**src/include/stid_pkg.sv**
```systemverilog
// Purpose: Shared constants and types for the system-table instruction decoder
// Assumes: Core clock at 10 MHz; all inputs synchronous
// Notes:   Opcode bytes, reg fields, clock counts and fault vectors live here
package stid_pkg;

  // Opcode bytes
  localparam logic [7:0] ESC_BYTE      = 8'h0f;
  localparam logic [7:0] GRP_TASK_BYTE = 8'h00;
  localparam logic [7:0] GRP_TBL_BYTE  = 8'h01;
  localparam logic [7:0] LSL_BYTE      = 8'h03;

  // Reg field codes, task/local group (second byte 00h)
  localparam logic [2:0] REG_STORE_LOCAL_TABLE_OP_F = 3'h0;
  localparam logic [2:0] REG_STR_F  = 3'h1;
  localparam logic [2:0] REG_LOAD_LOCAL_TABLE_OP_F = 3'h2;
  localparam logic [2:0] REG_LTR_F  = 3'h3;
  localparam logic [2:0] REG_VRD_F  = 3'h4;
  localparam logic [2:0] REG_VWR_F  = 3'h5;
  // Reg field codes, table group (second byte 01h)
  localparam logic [2:0] REG_STORE_GLOBAL_TABLE_OP_F = 3'h0;
  localparam logic [2:0] REG_STORE_VECTOR_TABLE_OP_F = 3'h1;
  localparam logic [2:0] REG_STORE_STATUS_WORD_OP_F = 3'h4;
  localparam logic [2:0] REG_LOAD_STATUS_WORD_OP_F = 3'h6;

  // Mod field value that selects a register operand
  localparam logic [1:0] MOD_REG = 2'h3;

  // Fault vectors
  localparam logic [7:0] VEC_UD = 8'h06;
  localparam logic [7:0] VEC_SS = 8'h0c;
  localparam logic [7:0] VEC_GP = 8'h0d;

  // Real-mode segment ceiling
  localparam logic [16:0] SEG_MAX = 17'h0ffff;

  // Clock counts, register/memory
  localparam logic [5:0] CLK_LOAD_STATUS_WORD_OP_R = 6'd11;
  localparam logic [5:0] CLK_LOAD_STATUS_WORD_OP_M = 6'd14;
  localparam logic [5:0] CLK_STORE_STATUS_WORD_OP   = 6'd2;
  localparam logic [5:0] CLK_STR    = 6'd2;
  localparam logic [5:0] CLK_STORE_LOCAL_TABLE_OP   = 6'd2;
  localparam logic [5:0] CLK_VRD_R  = 6'd10;
  localparam logic [5:0] CLK_VRD_M  = 6'd11;
  localparam logic [5:0] CLK_VWR_R  = 6'd15;
  localparam logic [5:0] CLK_VWR_M  = 6'd16;
  localparam logic [5:0] CLK_STBL   = 6'd9;
  localparam logic [5:0] CLK_LOAD_LOCAL_TABLE_OP_R = 6'd20;
  localparam logic [5:0] CLK_LOAD_LOCAL_TABLE_OP_M = 6'd24;
  localparam logic [5:0] CLK_LTR_R  = 6'd23;
  localparam logic [5:0] CLK_LTR_M  = 6'd27;
  localparam logic [5:0] CLK_LSL_R  = 6'd21;
  localparam logic [5:0] CLK_LSL_M  = 6'd22;
  localparam logic [5:0] CLK_FAULT  = 6'd1;

  typedef enum logic [3:0] {
    STID_OP_NONE = 4'h0,
    STID_OP_LOAD_STATUS_WORD_OP = 4'h1,
    STID_OP_STORE_STATUS_WORD_OP = 4'h2,
    STID_OP_STR  = 4'h3,
    STID_OP_LTR  = 4'h4,
    STID_OP_STORE_LOCAL_TABLE_OP = 4'h5,
    STID_OP_LOAD_LOCAL_TABLE_OP = 4'h6,
    STID_OP_STORE_GLOBAL_TABLE_OP = 4'h7,
    STID_OP_STORE_VECTOR_TABLE_OP = 4'h8,
    STID_OP_LSL  = 4'h9,
    STID_OP_VRD  = 4'ha,
    STID_OP_VWR  = 4'hb
  } stid_op_t;

  // Instruction as presented by the prefetch/decode front end
  typedef struct packed {
    logic [7:0]  firstByte;
    logic [7:0]  secondByte;
    logic [1:0]  modField;
    logic [2:0]  regField;
    logic        stackSeg;     // Operand addressed through the stack segment
    logic [15:0] operandOfs;   // Operand offset in its segment
    logic [2:0]  operandLen;   // Operand length in bytes, 1..6
  } stid_instr_t;

  // Result of one decode
  typedef struct packed {
    stid_op_t   op;
    logic       protOnly;
    logic       privileged;
    logic       verify;        // Access-verify or limit-load class
    logic       descLock;      // Touches descriptor tables
    logic [5:0] clocks;
  } stid_dec_t;

  // Per-cycle protection context
  typedef struct packed {
    logic       realMode;
    logic [1:0] currentPrivilegeLevel;
    logic       limitFault;    // Protected-mode limit violation
    logic       rightsFault;   // Protected-mode access-rights violation
    logic       selectorBad;   // Selector fails privilege rules
  } stid_ctx_t;

endpackage : stid_pkg

```
**src/hw/stid_decode.sv**
```systemverilog
// Purpose: Combinational opcode decode and clock-count selection
// Assumes: Instruction fields stable while decoding
// Notes:   Pure logic; the timing core registers its result
`timescale 1ns/100ps
`default_nettype none
module stid_decode (
  input  wire stid_pkg::stid_instr_t instr,
  output var  stid_pkg::stid_dec_t   dec
);

  // Pick register or memory count from the mod field
  function automatic logic [5:0] pick(input logic isReg, input logic [5:0] r,
                                      input logic [5:0] m);
    pick = isReg ? r : m;
  endfunction : pick

  wire isEsc  = instr.firstByte == stid_pkg::ESC_BYTE;
  wire grpTsk = isEsc && instr.secondByte == stid_pkg::GRP_TASK_BYTE;
  wire grpTbl = isEsc && instr.secondByte == stid_pkg::GRP_TBL_BYTE;
  wire isLsl  = isEsc && instr.secondByte == stid_pkg::LSL_BYTE;
  wire isReg  = instr.modField == stid_pkg::MOD_REG;

  // Opcode decode with per-operand clock counts
  always_comb begin
    dec = '0;
    dec.op = stid_pkg::STID_OP_NONE;
    if (grpTsk) begin
      unique case (instr.regField)
        stid_pkg::REG_STORE_LOCAL_TABLE_OP_F: begin
          dec.op = stid_pkg::STID_OP_STORE_LOCAL_TABLE_OP;
          dec.clocks = stid_pkg::CLK_STORE_LOCAL_TABLE_OP;
        end
        stid_pkg::REG_STR_F: begin
          dec.op = stid_pkg::STID_OP_STR;
          dec.clocks = stid_pkg::CLK_STR;
        end
        stid_pkg::REG_LOAD_LOCAL_TABLE_OP_F: begin
          dec.op = stid_pkg::STID_OP_LOAD_LOCAL_TABLE_OP;
          dec.clocks = pick(isReg, stid_pkg::CLK_LOAD_LOCAL_TABLE_OP_R, stid_pkg::CLK_LOAD_LOCAL_TABLE_OP_M);
        end
        stid_pkg::REG_LTR_F: begin
          dec.op = stid_pkg::STID_OP_LTR;
          dec.clocks = pick(isReg, stid_pkg::CLK_LTR_R, stid_pkg::CLK_LTR_M);
        end
        stid_pkg::REG_VRD_F: begin
          dec.op = stid_pkg::STID_OP_VRD;
          dec.clocks = pick(isReg, stid_pkg::CLK_VRD_R, stid_pkg::CLK_VRD_M);
        end
        stid_pkg::REG_VWR_F: begin
          dec.op = stid_pkg::STID_OP_VWR;
          dec.clocks = pick(isReg, stid_pkg::CLK_VWR_R, stid_pkg::CLK_VWR_M);
        end
        default: dec.op = stid_pkg::STID_OP_NONE;
      endcase
    end else if (grpTbl) begin
      unique case (instr.regField)
        stid_pkg::REG_STORE_GLOBAL_TABLE_OP_F: begin
          dec.op = stid_pkg::STID_OP_STORE_GLOBAL_TABLE_OP;
          dec.clocks = stid_pkg::CLK_STBL;
        end
        stid_pkg::REG_STORE_VECTOR_TABLE_OP_F: begin
          dec.op = stid_pkg::STID_OP_STORE_VECTOR_TABLE_OP;
          dec.clocks = stid_pkg::CLK_STBL;
        end
        stid_pkg::REG_STORE_STATUS_WORD_OP_F: begin
          dec.op = stid_pkg::STID_OP_STORE_STATUS_WORD_OP;
          dec.clocks = stid_pkg::CLK_STORE_STATUS_WORD_OP;
        end
        stid_pkg::REG_LOAD_STATUS_WORD_OP_F: begin
          dec.op = stid_pkg::STID_OP_LOAD_STATUS_WORD_OP;
          dec.clocks = pick(isReg, stid_pkg::CLK_LOAD_STATUS_WORD_OP_R, stid_pkg::CLK_LOAD_STATUS_WORD_OP_M);
        end
        default: dec.op = stid_pkg::STID_OP_NONE;
      endcase
    end else if (isLsl) begin
      dec.op = stid_pkg::STID_OP_LSL;
      dec.clocks = pick(isReg, stid_pkg::CLK_LSL_R, stid_pkg::CLK_LSL_M);
    end
    // Class attributes
    dec.protOnly = dec.op inside {stid_pkg::STID_OP_STR, stid_pkg::STID_OP_LTR,
                                  stid_pkg::STID_OP_STORE_LOCAL_TABLE_OP, stid_pkg::STID_OP_LOAD_LOCAL_TABLE_OP,
                                  stid_pkg::STID_OP_LSL, stid_pkg::STID_OP_VRD,
                                  stid_pkg::STID_OP_VWR};
    dec.privileged = dec.op inside {stid_pkg::STID_OP_LOAD_STATUS_WORD_OP, stid_pkg::STID_OP_LTR,
                                    stid_pkg::STID_OP_LOAD_LOCAL_TABLE_OP};
    dec.verify = dec.op inside {stid_pkg::STID_OP_LSL, stid_pkg::STID_OP_VRD,
                                stid_pkg::STID_OP_VWR};
    dec.descLock = dec.verify || dec.op inside {stid_pkg::STID_OP_LTR,
                                                stid_pkg::STID_OP_LOAD_LOCAL_TABLE_OP};
  end

endmodule : stid_decode
`default_nettype wire

```
**src/hw/stid_fault_check.sv**
```systemverilog
// Purpose: Fault classification for one decoded instruction
// Assumes: Context and operand fields valid with the start strobe
// Notes:   Priority: invalid opcode, then privilege, then limits
`timescale 1ns/100ps
`default_nettype none
module stid_fault_check (
  input  wire stid_pkg::stid_instr_t instr,
  input  wire stid_pkg::stid_dec_t   dec,
  input  wire stid_pkg::stid_ctx_t   ctx,
  output var  logic                  fault,
  output var  logic [7:0]            vector,
  output var  logic                  zeroClear
);

  // Last byte touched, one bit wider so a wrap past the ceiling shows
  wire [16:0] lastByte = {1'b0, instr.operandOfs} + {14'h0, instr.operandLen} - 17'h1;
  wire memOp     = instr.modField != stid_pkg::MOD_REG;
  wire realOver  = ctx.realMode && memOp && instr.operandLen != 3'h0 &&
                   lastByte > stid_pkg::SEG_MAX;
  wire udFault   = ctx.realMode && dec.protOnly;
  wire privFault = !ctx.realMode && dec.privileged &&
                   ctx.currentPrivilegeLevel != 2'h0;
  wire protMem   = !ctx.realMode && memOp && (ctx.limitFault || ctx.rightsFault);

  // Prioritised vector selection
  always_comb begin
    fault = 1'b1;
    vector = 8'h00;
    if (udFault)
      vector = stid_pkg::VEC_UD;
    else if (privFault)
      vector = stid_pkg::VEC_GP;
    else if (realOver)
      vector = instr.stackSeg ? stid_pkg::VEC_SS : stid_pkg::VEC_GP;
    else if (protMem)
      vector = (instr.stackSeg && ctx.limitFault) ? stid_pkg::VEC_SS
                                                   : stid_pkg::VEC_GP;
    else
      fault = 1'b0;
  end

  // Selector privilege failure only clears the zero flag, no exception
  assign zeroClear = !udFault && dec.verify && ctx.selectorBad;

endmodule : stid_fault_check
`default_nettype wire

```
**src/hw/stid_core.sv**
```systemverilog
// Purpose: System-table instruction sequencer: decode, faults, timing, bus lock
// Assumes: One instruction at a time; start is a one-cycle pulse while idle
// Notes:   Outputs are all registered; busy spans the instruction's clock count
`timescale 1ns/100ps
`default_nettype none

module stid_core (
  input  wire  logic                  clk,
  input  wire  logic                  rst,
  input  wire  logic                  start,
  input  wire  stid_pkg::stid_instr_t instr,
  input  wire  stid_pkg::stid_ctx_t   ctx,
  input  wire  logic                  lockPrefix,
  input  wire  logic                  descAccess,
  output logic                        busy,
  output logic                        done,
  output logic                        faultValid,
  output logic [7:0]                  faultVector,
  output logic                        zeroFlagClear,
  output logic                        busLock,
  output logic [3:0]                  opCode
);

  typedef enum logic [2:0] {
    STID_IDLE  = 3'b001,
    STID_EXEC  = 3'b010,
    STID_FAULT = 3'b100
  } stid_state_t;

  stid_pkg::stid_dec_t dec;
  logic                fault;
  logic [7:0]          vector;
  logic                zeroClear;
  stid_state_t         state_reg;
  stid_state_t         state_next;
  logic [5:0]          count_reg;
  logic [5:0]          count_next;
  logic                autoLock_reg;
  logic                prefix_reg;

  stid_decode uDecode (
    .instr (instr),
    .dec   (dec)
  );

  stid_fault_check uFault (
    .instr     (instr),
    .dec       (dec),
    .ctx       (ctx),
    .fault     (fault),
    .vector    (vector),
    .zeroClear (zeroClear)
  );

  // Accept only recognised instructions while idle
  wire accept   = start && state_reg == STID_IDLE && dec.op != stid_pkg::STID_OP_NONE;
  wire lastTick = state_reg == STID_EXEC && count_reg == 6'd1;

  // Next state; faulting instructions spend one cycle reporting
  always_comb begin
    state_next = state_reg;
    count_next = count_reg;
    unique case (state_reg)
      STID_IDLE: begin
        if (accept && fault) begin
          state_next = STID_FAULT;
          count_next = stid_pkg::CLK_FAULT;
        end else if (accept) begin
          state_next = STID_EXEC;
          count_next = dec.clocks;
        end
      end
      STID_EXEC: begin
        count_next = count_reg - 6'd1;
        if (lastTick)
          state_next = STID_IDLE;
      end
      STID_FAULT: begin
        state_next = STID_IDLE;
        count_next = 6'd0;
      end
      default: begin
        state_next = STID_IDLE;
        count_next = 6'd0;
      end
    endcase
  end

  // Sequencer state
  always_ff @(posedge clk) begin
    if (rst) begin
      state_reg <= STID_IDLE;
      count_reg <= 6'h00;
    end else begin
      state_reg <= state_next;
      count_reg <= count_next;
    end
  end

  // Lock attributes captured with the instruction
  always_ff @(posedge clk) begin
    if (rst) begin
      autoLock_reg <= 1'b0;
      prefix_reg   <= 1'b0;
    end else if (accept) begin
      autoLock_reg <= dec.descLock && !fault;
      prefix_reg   <= lockPrefix;
    end
  end

  // Lock follows descriptor accesses; the prefix is not needed for it
  wire lockNext = state_next == STID_EXEC && descAccess &&
                  (accept ? dec.descLock && !fault : autoLock_reg);

  // Registered outputs
  always_ff @(posedge clk) begin
    if (rst) begin
      busy          <= 1'b0;
      done          <= 1'b0;
      faultValid    <= 1'b0;
      faultVector   <= 8'h00;
      zeroFlagClear <= 1'b0;
      busLock       <= 1'b0;
      opCode        <= 4'h0;
    end else begin
      busy          <= state_next == STID_EXEC;
      done          <= lastTick;
      faultValid    <= accept && fault;
      faultVector   <= (accept && fault) ? vector : faultVector;
      zeroFlagClear <= accept && !fault && zeroClear;
      busLock       <= lockNext;
      opCode        <= accept ? dec.op : opCode;
    end
  end

  // Length of the current busy run; long runs are checked on this, not by repetition
  logic [5:0] busyRun_reg;

  always_ff @(posedge clk) begin
    if (rst) begin
      busyRun_reg <= 6'h00;
    end else begin
      busyRun_reg <= busy ? busyRun_reg + 6'h01 : 6'h00;
    end
  end

  // Invalid opcode comes out the cycle after a real-mode start
  real_ud_a: assert property (@(posedge clk) disable iff (rst)
    accept && ctx.realMode && dec.protOnly |=> faultValid && faultVector == 8'h06)
    else $error("invalid opcode not raised");

  // Status-word load from register runs eleven busy cycles without a gap
  load_status_word_op_time_a: assert property (@(posedge clk) disable iff (rst)
    accept && !fault && dec.op == stid_pkg::STID_OP_LOAD_STATUS_WORD_OP &&
    instr.modField == 2'h3 |=> ##11 (!busy && busyRun_reg == 6'd11))
    else $error("status word load timing wrong");

  // Memory operand status-word load takes fourteen
  load_status_word_op_mem_a: assert property (@(posedge clk) disable iff (rst)
    accept && !fault && dec.op == stid_pkg::STID_OP_LOAD_STATUS_WORD_OP &&
    instr.modField != 2'h3 |=> ##13 busy ##1 !busy)
    else $error("status word memory timing wrong");

  // Task and local stores take two clocks
  store_two_a: assert property (@(posedge clk) disable iff (rst)
    accept && !fault && (dec.op == stid_pkg::STID_OP_STR ||
    dec.op == stid_pkg::STID_OP_STORE_LOCAL_TABLE_OP) |=> busy [*2] ##1 (!busy && done))
    else $error("store timing wrong");

  // Read verify memory operand takes eleven
  verify_read_access_op_time_a: assert property (@(posedge clk) disable iff (rst)
    accept && !fault && dec.op == stid_pkg::STID_OP_VRD &&
    instr.modField != 2'h3 |=> ##10 busy ##1 !busy)
    else $error("read verify timing wrong");

  // Global-table store takes nine in either mode
  table_nine_a: assert property (@(posedge clk) disable iff (rst)
    accept && !fault && dec.op == stid_pkg::STID_OP_STORE_GLOBAL_TABLE_OP |=> ##8 busy ##1 !busy)
    else $error("table store timing wrong");

  // Real-mode stack overrun gives vector 12
  stack_over_a: assert property (@(posedge clk) disable iff (rst)
    accept && fault && vector == 8'h0c |=> faultValid && faultVector == 8'h0c &&
    !busy) else $error("stack fault not reported");

  // Nonzero privilege on privileged ops in protected mode gives vector 13
  priv_gp_a: assert property (@(posedge clk) disable iff (rst)
    accept && !ctx.realMode && dec.privileged && ctx.currentPrivilegeLevel != 2'h0
    |=> faultValid && faultVector == 8'h0d)
    else $error("privilege fault missing");

  // Selector failure never raises an exception
  zero_noexc_a: assert property (@(posedge clk) disable iff (rst)
    zeroFlagClear |-> !faultValid && $past(ctx.selectorBad))
    else $error("zero flag path raised fault");

  // Bus lock only while a descriptor-locking instruction executes
  lock_scope_a: assert property (@(posedge clk) disable iff (rst)
    busLock |-> busy && (opCode == 4'h4 || opCode == 4'h6 || opCode >= 4'h9))
    else $error("bus lock outside descriptor access");

  // Real-mode data overrun gives general protection
  real_gp_a: assert property (@(posedge clk) disable iff (rst)
    accept && ctx.realMode && !dec.protOnly && fault && !instr.stackSeg
    |=> faultVector == 8'h0d) else $error("real mode limit fault wrong");

  // Register operand read verify takes ten
  verify_read_access_op_reg_a: assert property (@(posedge clk) disable iff (rst)
    accept && !fault && dec.op == stid_pkg::STID_OP_VRD &&
    instr.modField == 2'h3 |=> ##10 (!busy && busyRun_reg == 6'd10))
    else $error("read verify register timing wrong");

  // Status-word store runs two cycles in either mode
  store_status_word_op_two_a: assert property (@(posedge clk) disable iff (rst)
    accept && !fault && dec.op == stid_pkg::STID_OP_STORE_STATUS_WORD_OP
    |=> ##2 (!busy && busyRun_reg == 6'd2))
    else $error("status word store timing wrong");

  // Vector-table store also takes nine
  vector_nine_a: assert property (@(posedge clk) disable iff (rst)
    accept && !fault && dec.op == stid_pkg::STID_OP_STORE_VECTOR_TABLE_OP
    |=> ##9 (!busy && busyRun_reg == 6'd9))
    else $error("vector table store timing wrong");

  // Real-mode capable instructions without a limit overrun execute instead of faulting
  real_exec_a: assert property (@(posedge clk) disable iff (rst)
    accept && ctx.realMode && !dec.protOnly && !fault |=> busy && !faultValid)
    else $error("real mode instruction not executed");

  // A faulting instruction never executes or locks
  fault_quiet_a: assert property (@(posedge clk) disable iff (rst)
    faultValid |-> !busy && !busLock)
    else $error("fault cycle shows execution");

  // Fault report is a single-cycle pulse
  fault_once_a: assert property (@(posedge clk) disable iff (rst)
    faultValid |=> !faultValid)
    else $error("fault pulse too long");

  // Selector failure on a verify op clears the zero flag
  zero_set_a: assert property (@(posedge clk) disable iff (rst)
    accept && !fault && dec.verify && ctx.selectorBad |=> zeroFlagClear)
    else $error("zero flag clear missing");

  // Other instructions never touch the zero flag
  zero_other_a: assert property (@(posedge clk) disable iff (rst)
    accept && !fault && !dec.verify |=> !zeroFlagClear)
    else $error("zero flag cleared by wrong op");

  // Descriptor access in the first cycle already locks, prefix or not
  lock_first_a: assert property (@(posedge clk) disable iff (rst)
    accept && !fault && dec.descLock && descAccess |=> busLock)
    else $error("bus lock missing on first access");

  // Protected-mode rights violation on a memory operand gives vector 13
  prot_rights_a: assert property (@(posedge clk) disable iff (rst)
    accept && !ctx.realMode && !dec.privileged && instr.modField != 2'h3 &&
    ctx.rightsFault && !ctx.limitFault |=> faultValid && faultVector == 8'h0d)
    else $error("protected rights fault wrong");

  // Completion pulse follows the last busy cycle
  done_end_a: assert property (@(posedge clk) disable iff (rst)
    done |-> !busy && $past(busy))
    else $error("done outside end of execution");

  cov_load_status_word_op_c: cover property (@(posedge clk) disable iff (rst)
    accept && dec.op == stid_pkg::STID_OP_LOAD_STATUS_WORD_OP ##1 busy);
  cov_ud_c: cover property (@(posedge clk) disable iff (rst)
    faultValid && faultVector == 8'h06);
  cov_lock_c: cover property (@(posedge clk) disable iff (rst) busLock);
  cov_zero_c: cover property (@(posedge clk) disable iff (rst) zeroFlagClear);
  cov_noprefix_c: cover property (@(posedge clk) disable iff (rst) busLock && !prefix_reg);

endmodule : stid_core
`default_nettype wire

```
**config.mk**
```make
export PLATFORM = sky130hd
export DESIGN_NAME = stid_core
export DESIGN_NICKNAME = d
export VERILOG_FILES = /design/src/include/stid_pkg.sv /design/src/hw/stid_decode.sv /design/src/hw/stid_fault_check.sv /design/src/hw/stid_core.sv
export SDC_FILE = /design/constraint.sdc
export NUM_CORES = 1
export LEC_CHECK = 0
export ABC_AREA = 1
export BUFFER_PORTS_ARGS = -buffer_cell sky130_fd_sc_hd__buf_2
export CORE_ASPECT_RATIO = 1.5
export CORE_MARGIN = 2
export CORE_UTILIZATION = 45
export DETAILED_ROUTE_END_ITERATION = 10
export GPL_TIMING_DRIVEN = 0
export HOLD_SLACK_MARGIN = 0.05
export PLACE_DENSITY = 0.8
export SETUP_SLACK_MARGIN = 0.05
export SYNTH_ARGS = -nofsm -noshare
export SYNTH_HDL_FRONTEND = slang
export SYNTH_SLANG_ARGS = --single-unit
```
**constraint.sdc**
```tcl
create_clock -name clk -period 2.6 [get_ports clk]
set_input_delay 0.26 -clock clk [delete_from_list [all_inputs] [get_ports clk]]
set_output_delay 0.26 -clock clk [all_outputs]
set_load 0.02 [all_outputs]
```
# Yosys cells after proc, flatten, opt, wreduce, memory -nomap -nowiden
# Cells that the tools add are included.
classes:
  n_addsub: 3
  magnitude_cmp: 1
  n_eq_ne: 24
  n_mux: 34
  reduce_logical: 38
ops:
  columns: ["op", "n"]
  rows:
  - ["8-bit two-way mux", 4]
  - ["6-bit two-way mux", 5]
  - ["6-bit one-hot mux with 5 select lines", 1]
  - ["4-bit one-hot mux with 6 select lines", 1]
  - ["1-bit logical AND", 23]
  - ["4-bit two-way mux", 5]
  - ["6-bit one-hot mux with 3 select lines", 1]
  - ["16-bit by 3-bit adder with 17-bit output", 1]
  - ["17-bit by 16-bit greater-than comparator with 1-bit output, second input constant", 1]
  - ["17-bit by 1-bit subtractor with 17-bit output, second input constant", 1]
  - ["4-bit one-hot mux with 4 select lines", 1]
  - ["3-bit by 2-bit == test with 1-bit output, second input constant", 4]
  - ["4-bit by 3-bit == test with 1-bit output, second input constant", 3]
  - ["4-bit == test, second input constant", 3]
  - ["3-bit two-way mux", 4]
  - ["6-bit one-hot mux with 2 select lines", 1]
  - ["3-bit == test, second input constant", 3]
  - ["3-bit nonzero test", 3]
  - ["8-bit by 1-bit == test with 1-bit output, second input constant", 1]
  - ["8-bit by 2-bit == test with 1-bit output, second input constant", 1]
  - ["8-bit by 4-bit == test with 1-bit output, second input constant", 1]
  - ["8-bit logical NOT", 1]
  - ["1-bit two-way mux", 8]
  - ["7-bit nonzero test", 1]
  - ["other kinds (17)", 22]
word_totals:
  ff_bits: 27
  output_inout_bits: 17
  elab_cells: 110

# Logic depth before layout (Yosys ltp)
# Gate-level depths: netlist (run 1).
logic_depth:
  depth_word: 17
  ltp_mapped: 20

# Cells and area by module
# A second synthesis (run 1) with hierarchy kept.
hier_totals:
  hier_cells: 375
  area_unflattened_um2: 2433.6
modules_own_cells:
  columns: ["module", "n_inst", "cells_each", "area_per_inst_um2"]
  rows:
  - ["stid_core", 1, 164, 1222.4]
  - ["stid_fault_check", 1, 113, 658.1]
  - ["stid_decode", 1, 98, 553.0]

# Worst setup path before layout (run 1)
# No wires, ideal clock.
synth_path:
  path_type: "input -> register"
  from: "input port instr[2] in the netlist's numbering"
  to: "register busy"
  t_arrival_ps: 1890
  required_time_ps: 2534
  path_slack_ps: 645
  stages: 15
  cell_sequence: "inv_1 -> ha_1 -> inv_1 -> ha_1 -> nand3_1 -> a21oi_1 -> o21ai_0 -> nand3_1 -> nand3_1 -> nand2_1 -> inv_1 -> nand2_4 -> a21oi_4 -> nand2_1 -> nor2_1"
synth_via:
  elab_chain_cells: 11
synth_lines:
  columns: ["element", "line_no", "text"]
  rows:
  - ["start, declared", "stid_core.sv:11", "input wire stid_pkg::stid_instr_t instr,"]
  - ["16-bit by 3-bit adder with 17-bit output", "stid_fault_check.sv:16", "wire [16:0] lastByte = {1'b0, instr.operandOfs} + {14'h0, instr.operandLen} - 17'h1;"]
  - ["17-bit by 1-bit subtractor with 17-bit output", "stid_fault_check.sv:16", null]
  - ["17-bit by 16-bit greater-than comparator with 1-bit output", "stid_fault_check.sv:19", "lastByte > stid_pkg::SEG_MAX;"]
  - ["1-bit logical AND (*)", "stid_fault_check.sv:18", "wire realOver = ctx.realMode && memOp && instr.operandLen != 3'h0 &&"]
  - ["1-bit two-way mux (*)", "stid_fault_check.sv:33", "else if (realOver)"]
  - ["1-bit two-way mux (*)", "stid_fault_check.sv:31", "else if (privFault)"]
  - ["1-bit two-way mux (*)", "stid_fault_check.sv:29", "if (udFault)"]
  - ["1-bit logical AND (*)", "stid_core.sv:65", "if (accept && fault) begin"]
  - ["3-bit two-way mux (*)", "stid_core.sv:65", null]
  - ["3-bit one-hot mux with 2 select lines (*)", "stid_core.sv:63", "unique case (state_reg)"]
  - ["3-bit by 2-bit == test with 1-bit output (*)", "stid_core.sv:126", "busy <= state_next == STID_EXEC;"]
  - ["end signal, assigned", "stid_core.sv:118", "busy <= 1'b0;"]
  - ["end signal, assigned", "stid_core.sv:126", null]
  - ["end, declared", "stid_core.sv:15", "output logic busy,"]
# Mark *: on every way between the ends. The rest lies on a longest branch, timed or not.
# A chain may end at the register's enable or synchronous reset.

# Worst setup path after layout (run 1)
layout_path:
  from: "register state_reg[1]"
  to: "register count_reg[4]"
layout_via:
  elab_chain_cells: 6
layout_lines:
  columns: ["element", "line_no", "text"]
  rows:
  - ["start, declared", "stid_core.sv:34", "stid_state_t state_reg;"]
  - ["start signal, assigned", "stid_core.sv:95", "state_reg <= state_next;"]
  - ["3-bit by 1-bit == test with 1-bit output", "stid_core.sv:56, stid_core.sv:63", null]
  - ["1-bit logical AND (2 in series)", "stid_core.sv:56", "wire accept = start && state_reg == STID_IDLE && dec.op != stid_pkg::STID_OP_NONE;"]
  - ["1-bit logical AND", "stid_core.sv:65", null]
  - ["6-bit two-way mux", "stid_core.sv:65", null]
  - ["6-bit one-hot mux with 2 select lines", "stid_core.sv:63", null]
  - ["end signal, assigned", "stid_core.sv:96", "count_reg <= count_next;"]
  - ["end, declared", "stid_core.sv:36", "logic [5:0] count_reg;"]
# Several ways; a longest one is shown, not always the timed one.

==> out/results.ini, run 1 <==
[outcome]
status = finished, final reports clean

[global_route]
grt_usage_pct = 20.3
grt_pass1_wl_um = 10100
antenna_found_initial = 0
grt_pass1_vias = 2608
grt_max_degree = 14
overflow = 0

[clock_network]
clock_path_buffers = 2
cts.htree.levels = 1
cts_made_buffers = 3
cts_resized = 0
cts.sinks = 23
postCtsSetupBuffers = 0
path_clk_slew_ns = 0.08
cts_tree = yes
clock_latency_ns = 0.26
ctsRootBufferMaster = clkbuf_8
hold_buffers = 0

[placement]
dp_hpwl_um = 4860
finalWeightedCongestion = 0.934
pre_cts_slack_ns = 0.270
portBuffers = 62
placed_cells = 505

[floorplan]
io_pins = 69
die_area_mm2 = 0.00588
die_w_um = 63.3
die_h_um = 92.9
core_area_mm2 = 0.00512
start_util_pct = 46.3
fp-row-count = 32

[flow_run]
drv_cap = 0

[pwr]
power_density_mw_per_mm2 = 316
ir_drop_mv = 0.223
p_leak_nw = 1.56

[critical_path]
startpoint = state_reg[1]
cp_max_fo = 5
cp.arrival_ns = 2.38
r2r_start = state_reg[1]
start_kind = flip-flop
slowest_stage = nor3_1
cp_cell_sequence = nor3_1 > inv_1 > a311oi_1 > nand3_1 > a21oi_1
end_kind = flip-flop
crit_type = reg -> reg
cp.required_ns = 2.80
critPathMaxStageDelay_ns = 0.85

[drt]
drc = 0
drt_first_iter_violations = 77
vias_per_cell = 5.09
drt-pass1-iter-count = 5
post_drt_wl_per_cell_um = 11.1
drt-total-wl_um = 5640
vias = 2589
ant_nets = 0

[finish]
instances_no_fill = 509
nFillCells = 554
drive_gt1_share_pct = 26.3
largest_reg_flops = 6
regArea_um2 = 460
final_nets = 514
multi_input_area_mm2 = 0.00159
num_antenna_cells = 0
area_growth_pct = 19.1

[synth]
synth_top_area_share_pct = 19.4
synth_cell_types = 41
yosys_register_bits = 23
synth_top_area_cell = dfxtp_1
yosysMostFrequentCell = inv_1
synth_edf_count = 0
synth-main-ff-cell = dfxtp_1
netlist_top_cells_count = 61 x inv_1, 60 x nand2_1, 43 x nor2_1
ys.warnings.count = 0
synthArstFlopShare_pct = 0
ys_seq_area_share_pct = 19.4
synth_area_leaders = dfxtp_1 19%, ha_1 11%, inv_1 9.7%, nand2_1 9.5%, nor2_1 6.8%
syn_area_mm2 = 0.00237
postSynthCellCount = 372
syn_area_per_cell_um2 = 6.38

[sta]
rsz0062_at_grt = no
drv_slew = 0
maxSlewHeadroom_pct = 29.6
hold_violations = 0
setup_ws_ns = 0.421
worst_slew_pin_slew_ns = 1.05
fmax_ghz = 0.459
finalCriticalPeriod_ns = 2.18
setup_viol = 0
setup_tns_ns = 0
min_period_over_period_pct = 83.8
skew_ns = 0.00294

[worst_hold_path]
min-delay-start = ctx[0]
hold_class = in -> reg

==> cells in the final DEF, fill, tap and decap left out, types with 3 or more instances in the layout <==
cell      netlist  layout
a21oi_1        30      30
inv_2           8       8
nor2_2          9       9
nand3_1        26      26
nor2_1         43      43
nand3_4         3       3
conb_1          1       4
nand3_2         4       4
o21ai_0        23      23
clkbuf_8        0       3
nand4_1         8       8
nand2_2         9       9
ha_1           20      20
buf_4           5       5
nand2_1        60      60
buf_2           0      62
inv_1          61      61
dfxtp_1        23      23
nor3_1         10      10
nand2_4         3       3
==> metrics by stage <==
stage	cell area (um2)	hold WS, ns	utilization (%)	power [mW]
after floorplan	2380	0.392	-	0.581
after global placement	2780	0.437	54.2	0.664
after detailed placement	2780	0.448	54.2	0.674
after CTS	2830	0.261	55.1	0.896
after global routing	2830	0.253	55.1	0.952
final	2830	0.265	55.1	0.892
==> layer usage <==
metal  vias up  track usage (%)  wire length [um]
li1       1338                -                 -
met1      1139             19.9              2090
met2        86             40.2              3100
met3        26             1.82               233
met4         0             12.0               219
met5         -                0                 0
==> layout make-up <==
cell class | count | area share [%]
sequential | 23 | 16.3
inverter | 70 | 9.48
clock inverter | 1 | 0.177
buffer | 8 | 2.39
tap | 68 | 3.01
clock buffer | 3 | 1.46
timing repair buffer | 62 | 11.0
multi-input combinational | 274 | 56.2
==> power by group <==
| group | total (mW) | internal [mW] | switching (mW) |
|---|---|---|---|
| Sequential | 0.382 | 0.369 | 0.0134 |
| Combinational | 0.286 | 0.109 | 0.176 |
| Clock | 0.224 | 0.107 | 0.117 |
| Total | 0.892 | 0.585 | 0.307 |
==> critical path, delay by kind of cell (launching register included) <==
kind,cells,cell delay [ns]
flip-flops,1,0.32
buffers and inverters,1,0.33
AO/OA/AOI/OAI,2,0.49
AND/OR/NAND/NOR,2,0.98
==> path summary, 6_finish.rpt <==
path               endpoint  slack, ns  cells after the start
min           zeroFlagClear       0.27                      3
min reg2reg  faultVector[2]       0.47                      2
max reg2reg    count_reg[4]       0.42                      5
max            count_reg[4]       0.42                      5
==> logic make-up after synthesis <==
family          Yosys count  share of synthesized area [%]
simple gates            180                           37.9
buf+inv                  78                           14.1
compound gates           69                           17.5
flops                    23                           19.4
fa+ha+maj                20                           10.5
xor+xnor                  1                          0.369
other cells               1                          0.158
Power figures use the tool's default switching activity.
==> run 2, diff against run 1 <==
Clock period 2.6 ns to 2.25 ns, I/O delays scaled along.
==> run 2 against run 1 <==
Via count fell by 0.81%. Critical path depth rose by 11. Total power rose by 15%. Sequential cell count did not move. Non-clock buffer count did not move. Combinational power rose by 16%. Critical endpoint is now zeroFlagClear. Largest power group unchanged. Highest routed layer unchanged.
==> out/results.ini, run 2 (same netlist as run 1, synthesis figures left out) <==
[outcome]
status = finished, final reports clean

[worst_hold_path]
hold_path_depth = 3  ; unchanged
min-delay-start = ctx[0]
hold_path_end = zeroFlagClear
hold_class = in -> reg

[critical_path]
startpoint = instr[2]
r2r-end = count_reg[4]
r2r_setup_slack_ns = 0.46  ; +0.04 ns
slowest_stage = ha_1
start_kind = input pin
end_kind = flip-flop
critPathMaxStageDelay_ns = 0.28  ; -0.57 ns
cp.arrival_ns = 2.17  ; -0.21 ns
crit_buf_inv = 5  ; +4
cp_cell_sequence = buf_2 > inv_1 > ha_1 > inv_1 > ha_1 > a21oi_1 > a21oi_1 > o21ai_1 > nand3_1 > nand3_1 > nand2_1 > inv_1 > nand2_4 > inv_1 > nand3_1 > nor3_1
cp_max_fo = 5  ; unchanged
crit_top_cell = inv_1
cp.required_ns = 2.41  ; -0.39 ns
r2r_cells = 5  ; unchanged
crit_type = in -> reg
cp_top_family = simple AND/OR/NAND/NOR gates
r2r_start = state_reg[1]

[clock_network]
path_clk_slew_ns = 0.08  ; about the same
cts.htree.levels = 1  ; unchanged
cts_resized = 0  ; unchanged
cts_tree = yes
postCtsSetupBuffers = 0  ; unchanged
hold_buffers = 0  ; unchanged
cts.sinks = 23  ; unchanged
clock_latency_ns = 0.26  ; about the same
clock_path_buffers = 2  ; unchanged
ctsRootBufferMaster = clkbuf_8
cts_made_buffers = 3  ; unchanged

[floorplan]
io_pins = 69  ; unchanged
die_h_um = 92.9  ; unchanged
start_util_pct = 46.3  ; unchanged
core_area_mm2 = 0.00512  ; unchanged
die_area_mm2 = 0.00588  ; unchanged
die_w_um = 63.3  ; unchanged
fp-row-count = 32  ; unchanged

[drt]
route.met3.wl_um = 192  ; -18%
wl_met2_um = 3090  ; -0.23%
met1_length_um = 2130  ; +2.1%
drc = 0  ; unchanged
top_layer = met4
drt_first_iter_violations = 68  ; -12%
vias_per_cell = 5.05  ; -0.81%
drt-total-wl_um = 5640  ; about the same
vias = 2568  ; -0.81%
post_drt_wl_per_cell_um = 11.1  ; about the same
drt-pass1-iter-count = 4  ; -1
ant_nets = 0  ; unchanged

[global_route]
grt_usage_pct = 20.3  ; unchanged
grt_pass1_wl_um = 10100  ; unchanged
overflow = 0  ; unchanged
grt_max_degree = 14  ; unchanged
antenna_found_initial = 0  ; unchanged
grt_pass1_vias = 2608  ; unchanged

[sta]
drv_slew = 0  ; unchanged
maxSlewHeadroom_pct = 50.9  ; +21 points
setup_viol = 0  ; unchanged
min_period_over_period_pct = 89.5
hold_violations = 0  ; unchanged
fmax_ghz = 0.496
finalCriticalPeriod_ns = 2.01
worst_slew_pin_slew_ns = 0.730  ; -0.317 ns
skew_ns = 0.00214  ; -0.000805 ns
rsz0062_at_grt = no

[pwr]
p_leak_nw = 1.56  ; about the same
ir_drop_mv = 0.253  ; +13%
power_density_mw_per_mm2 = 363  ; +15%

[flow_run]
drv_cap = 0  ; unchanged

[placement]
finalWeightedCongestion = 0.934  ; unchanged
portBuffers = 62  ; unchanged
place_area_mm2 = 0.00278  ; unchanged
placed_cells = 505  ; unchanged
dp_hpwl_um = 4860  ; unchanged

[finish]
multi_input_area_mm2 = 0.00159  ; +0.32%
area_growth_pct = 19.3
instances_no_fill = 509  ; unchanged
largest_reg_flops = 6  ; unchanged
final_cell_mix = 62 x buf_2, 61 x inv_1, 60 x nand2_1, 43 x nor2_1, 30 x a21oi_1
drive_gt1_share_pct = 26.5  ; +0.23 points
num_antenna_cells = 0  ; unchanged
layout_commonest_cell = buf_2
nFillCells = 553  ; -0.18%
regArea_um2 = 460  ; unchanged
final_area_mm2 = 0.00283  ; +0.18%
final_nets = 514  ; unchanged

[run 2: where the power goes]
group,switching [mW],leakage (nW),internal (mW)
Sequential,0.0159,0.186,0.426
Combinational,0.205,1.35,0.127
Clock,0.131,0.0255,0.123
Total,0.352,1.56,0.676
[run 2: metrics by stage]
step | utilization (%) | worst slack [ns] | hold WS, ns | TNS [ns] | total power [mW]
finish | 55.2 | 0.236 | 0.239 | 0 | 1.03
global route | 55.2 | 0.0525 | 0.218 | 0 | 1.10
CTS | 55.1 | 0.107 | 0.226 | 0 | 1.04
detailed placement | 54.2 | -0.0446 | 0.448 | -0.213 | 0.779
global placement | 54.2 | 0.0200 | 0.437 | 0 | 0.767
floorplan | - | 0.330 | 0.357 | 0 | 0.671
[run 2: worst max path at each step]
stage,end,cells past startpoint
floorplan,busy,15
global placement,count_reg[0],18
detailed placement,count_reg[2],16
CTS,count_reg[4],6
global route,count_reg[0],18
finish,zeroFlagClear,16
[run 2: final cells by class]
type / count / share of cell area [%]
Clock buffer: 3 / 1.46
Tap cell: 68 / 3.01
Sequential cell: 23 / 16.3
Clock inverter: 1 / 0.177
Timing Repair Buffer: 62 / 11.0
Inverter: 70 / 9.46
Multi-Input combinational cell: 274 / 56.3
Buffer: 8 / 2.39
[run 2: worst min-delay path, stage by stage]
cell     delay (ns)
buf_2          0.10
nand2_1        0.06
nor3_1         0.06
[run 2: metal layers]
layer	global-route usage (%)	vias to the layer above
met5	0	-
met4	12.0	0
met3	1.82	22
met2	40.2	71
met1	19.9	1137
li1	-	1338
==> run 3, diff against run 2 <==
Settings changed: ABC_AREA 1 to default, PLACE_DENSITY 0.8 to 0.81.
==> run 3 against run 2 <==
Worst setup slack worse by 0.11 ns. Die area down 5.4%. Sequential cell count unchanged. Critical endpoint is now busLock. Register-to-register slack worse by 0.14 ns. Largest power group unchanged. Clock skew down 0.00091 ns.
==> out/results.ini, run 3 <==
[global_route]
grt_max_degree = 14  ; unchanged
grtUsageMet1_pct = 24.5  ; +4.6 points
grt_usage_pct = 20.2  ; -0.099 points
grt_pass1_wl_um = 9070  ; -9.7%
grtUsageMet3_pct = 2.58  ; +0.76 points
use_met2_pct = 35.0  ; -5.2 points
overflow = 0  ; unchanged
grt_pass1_vias = 2147  ; -18%
antenna_found_initial = 0  ; unchanged
grt.busiest_layer = met2

[finish]
num_antenna_cells = 0  ; unchanged
area_growth_pct = 21.1
largest_reg_flops = 6  ; unchanged
nFillCells = 490  ; -11%
layout_commonest_cell = buf_2
final_cell_mix = 63 x buf_2, 32 x nor2_1, 31 x inv_1, 24 x nand2_1, 23 x dfxtp_1
final_area_mm2 = 0.00271  ; -4.3%
final_nets = 424  ; -18%
drive_gt1_share_pct = 30.2  ; +3.7 points

[synth]
yosys_register_bits = 23  ; unchanged
synthArstFlopShare_pct = 0  ; unchanged
synth_cell_types = 73  ; +78%
ys.warnings.count = 0  ; unchanged
synth_top_area_cell = dfxtp_1
syn_area_per_cell_um2 = 7.90  ; +24%
synth_area_leaders = dfxtp_1 21%, ha_1 11%, nor2_1 5.4%, inv_1 5.2%, nand2_1 4.0%
netlist_top_cells_count = 32 x nor2_1, 31 x inv_1, 24 x nand2_1
ys_seq_area_share_pct = 20.6  ; +1.2 points
yosysMostFrequentCell = nor2_1
postSynthCellCount = 283  ; -24%
syn_area_mm2 = 0.00224  ; -5.7%
synth-main-ff-cell = dfxtp_1
synth_edf_count = 0  ; unchanged
synth_top_area_share_pct = 20.6  ; +1.2 points

[clock_network]
clock_path_buffers = 2  ; unchanged
cts.sinks = 23  ; unchanged
cts_made_buffers = 3  ; unchanged
ctsRootBufferMaster = clkbuf_8
path_clk_slew_ns = 0.08  ; about the same
cts.htree.levels = 1  ; unchanged
hold_buffers = 0  ; unchanged
clock_latency_ns = 0.26  ; about the same
cts_tree = yes

[floorplan]
io_pins = 69  ; unchanged
die_area_mm2 = 0.00556  ; -5.4%
fp-row-count = 31  ; -3.1%
core_area_mm2 = 0.00481  ; -6.2%
die_w_um = 61.6  ; -2.7%
die_h_um = 90.3  ; -2.8%
start_util_pct = 46.5  ; +0.20 points

[critical_path]
cp.arrival_ns = 2.32  ; +0.15 ns
cp.required_ns = 2.45  ; +0.04 ns
crit_type = in -> reg
cp_max_fo = 10  ; +5
start_kind = input pin
r2r_start = state_reg[0]
startpoint = instr[15]
end_kind = flip-flop

[worst_hold_path]
min-delay-start = descAccess
hold_class = in -> reg

[placement]
place_area_mm2 = 0.00264  ; -5.0%
portBuffers = 61  ; -1.6%
dp_hpwl_um = 4520  ; -6.8%
finalWeightedCongestion = 0.900  ; -3.6%

[outcome]
status = finished, final reports clean

[drt]
drc = 0  ; unchanged
drt-pass1-iter-count = 5  ; +1
drt-total-wl_um = 5470  ; -3.1%
vias_per_cell = 5.44  ; +7.9%
vias = 2270  ; -12%
drt_first_iter_violations = 146  ; +110%
post_drt_wl_per_cell_um = 13.1  ; +18%
ant_nets = 0  ; unchanged

[sta]
finalCriticalPeriod_ns = 2.12  ; +0.108 ns
worst_slew_pin_slew_ns = 0.625  ; -0.105 ns
setup_viol = 0  ; unchanged
worst_hold_slack_ns = 0.203  ; -0.0358 ns
fmax_ghz = 0.471  ; -5.1%
skew_ns = 0.00122  ; -0.000912 ns
min_period_over_period_pct = 94.3  ; +4.8 points
rsz0062_at_grt = no
maxSlewHeadroom_pct = 57.7  ; +6.7 points
hold_violations = 0  ; unchanged
drv_slew = 0  ; unchanged

[pwr]
p_leak_nw = 1.27  ; -19%
power_density_mw_per_mm2 = 348  ; -4.3%
total_power_mw = 0.941  ; -8.5%
ir_drop_mv = 0.199  ; -21%

[flow_run]
drv_cap = 0  ; unchanged

## run 3: cell count changes after synthesis, moves of 6 or more
cell     change
nand2_2      -8
nor2_1      -11
inv_2        -8
nand3_1     -19
nand4_1      -6
nand2_1     -36
nor2_2       -7
a21oi_1     -19
o21ai_0     -11
inv_1       -30
## run 3: worst paths after layout
kind,to,slack [ns],cells after the start
worst min register to register,faultVector[2],0.47,1
worst min-delay path,busLock,0.20,2
worst max-delay path,busLock,0.13,10
worst max register to register,faultVector[3],0.32,7
## run 3: kinds of logic after synthesis
family	after synthesis	share of synthesized area [%]
other cells	1	0.168
flops	23	20.6
simple gates	108	27.2
buf+inv	46	9.51
mux	5	2.69
compound gates	77	27.5
fa+ha+maj	20	11.2
xor+xnor	3	1.18
## run 3: critical path, cell delays in order
cell	delay, ns
buf_2	0.11
ha_1	0.30
a21o_1	0.18
a21o_1	0.20
a2111oi_4	0.34
mux2_4	0.35
nor2_4	0.13
buf_6	0.16
a41oi_4	0.14
nor3b_2	0.20
## run 3: layout make-up
cell class | count | area, um2 | area share [%]
flip-flops and latches | 23 | 460 | 17.0
multi-input cells | 217 | 1600 | 59.1
inverters | 31 | 116 | 4.30
well taps | 66 | 82.6 | 3.05
plain buffers | 15 | 96.3 | 3.56
clock inverters | 1 | 5.00 | 0.185
repair buffers | 61 | 305 | 11.3
clock buffers | 3 | 41.3 | 1.52
## run 3: power breakdown
part	switching, mW	total [mW]	internal [mW]
Combinational	0.158	0.281	0.123
Sequential	0.00000917	0.407	0.407
Clock	0.130	0.253	0.124
## run 3: metrics by stage
step,worst slack [ns],TNS (ns),utilization [%],cells
after floorplan,0.0729,0,-,286
after global placement,-0.159,-1.36,54.9,413
after detailed placement,-0.205,-1.89,54.9,413
after CTS,0.0644,0,55.9,417
after global routing,0.0537,0,56.3,417
final,0.127,0,56.3,417
## run 3: repair_timing
item / in CTS / in global routing
buffers inserted: 0 / 0
resized for setup: 0 / 3
endpoints found under the setup margin: 0 / 6
## run 3: routing by layer
metal / wire length [um] / up-vias
met1: 2170 / 1021
met4: 117 / 0
li1: - / 1142
met3: 319 / 12
met5: 0 / -
met2: 2860 / 95
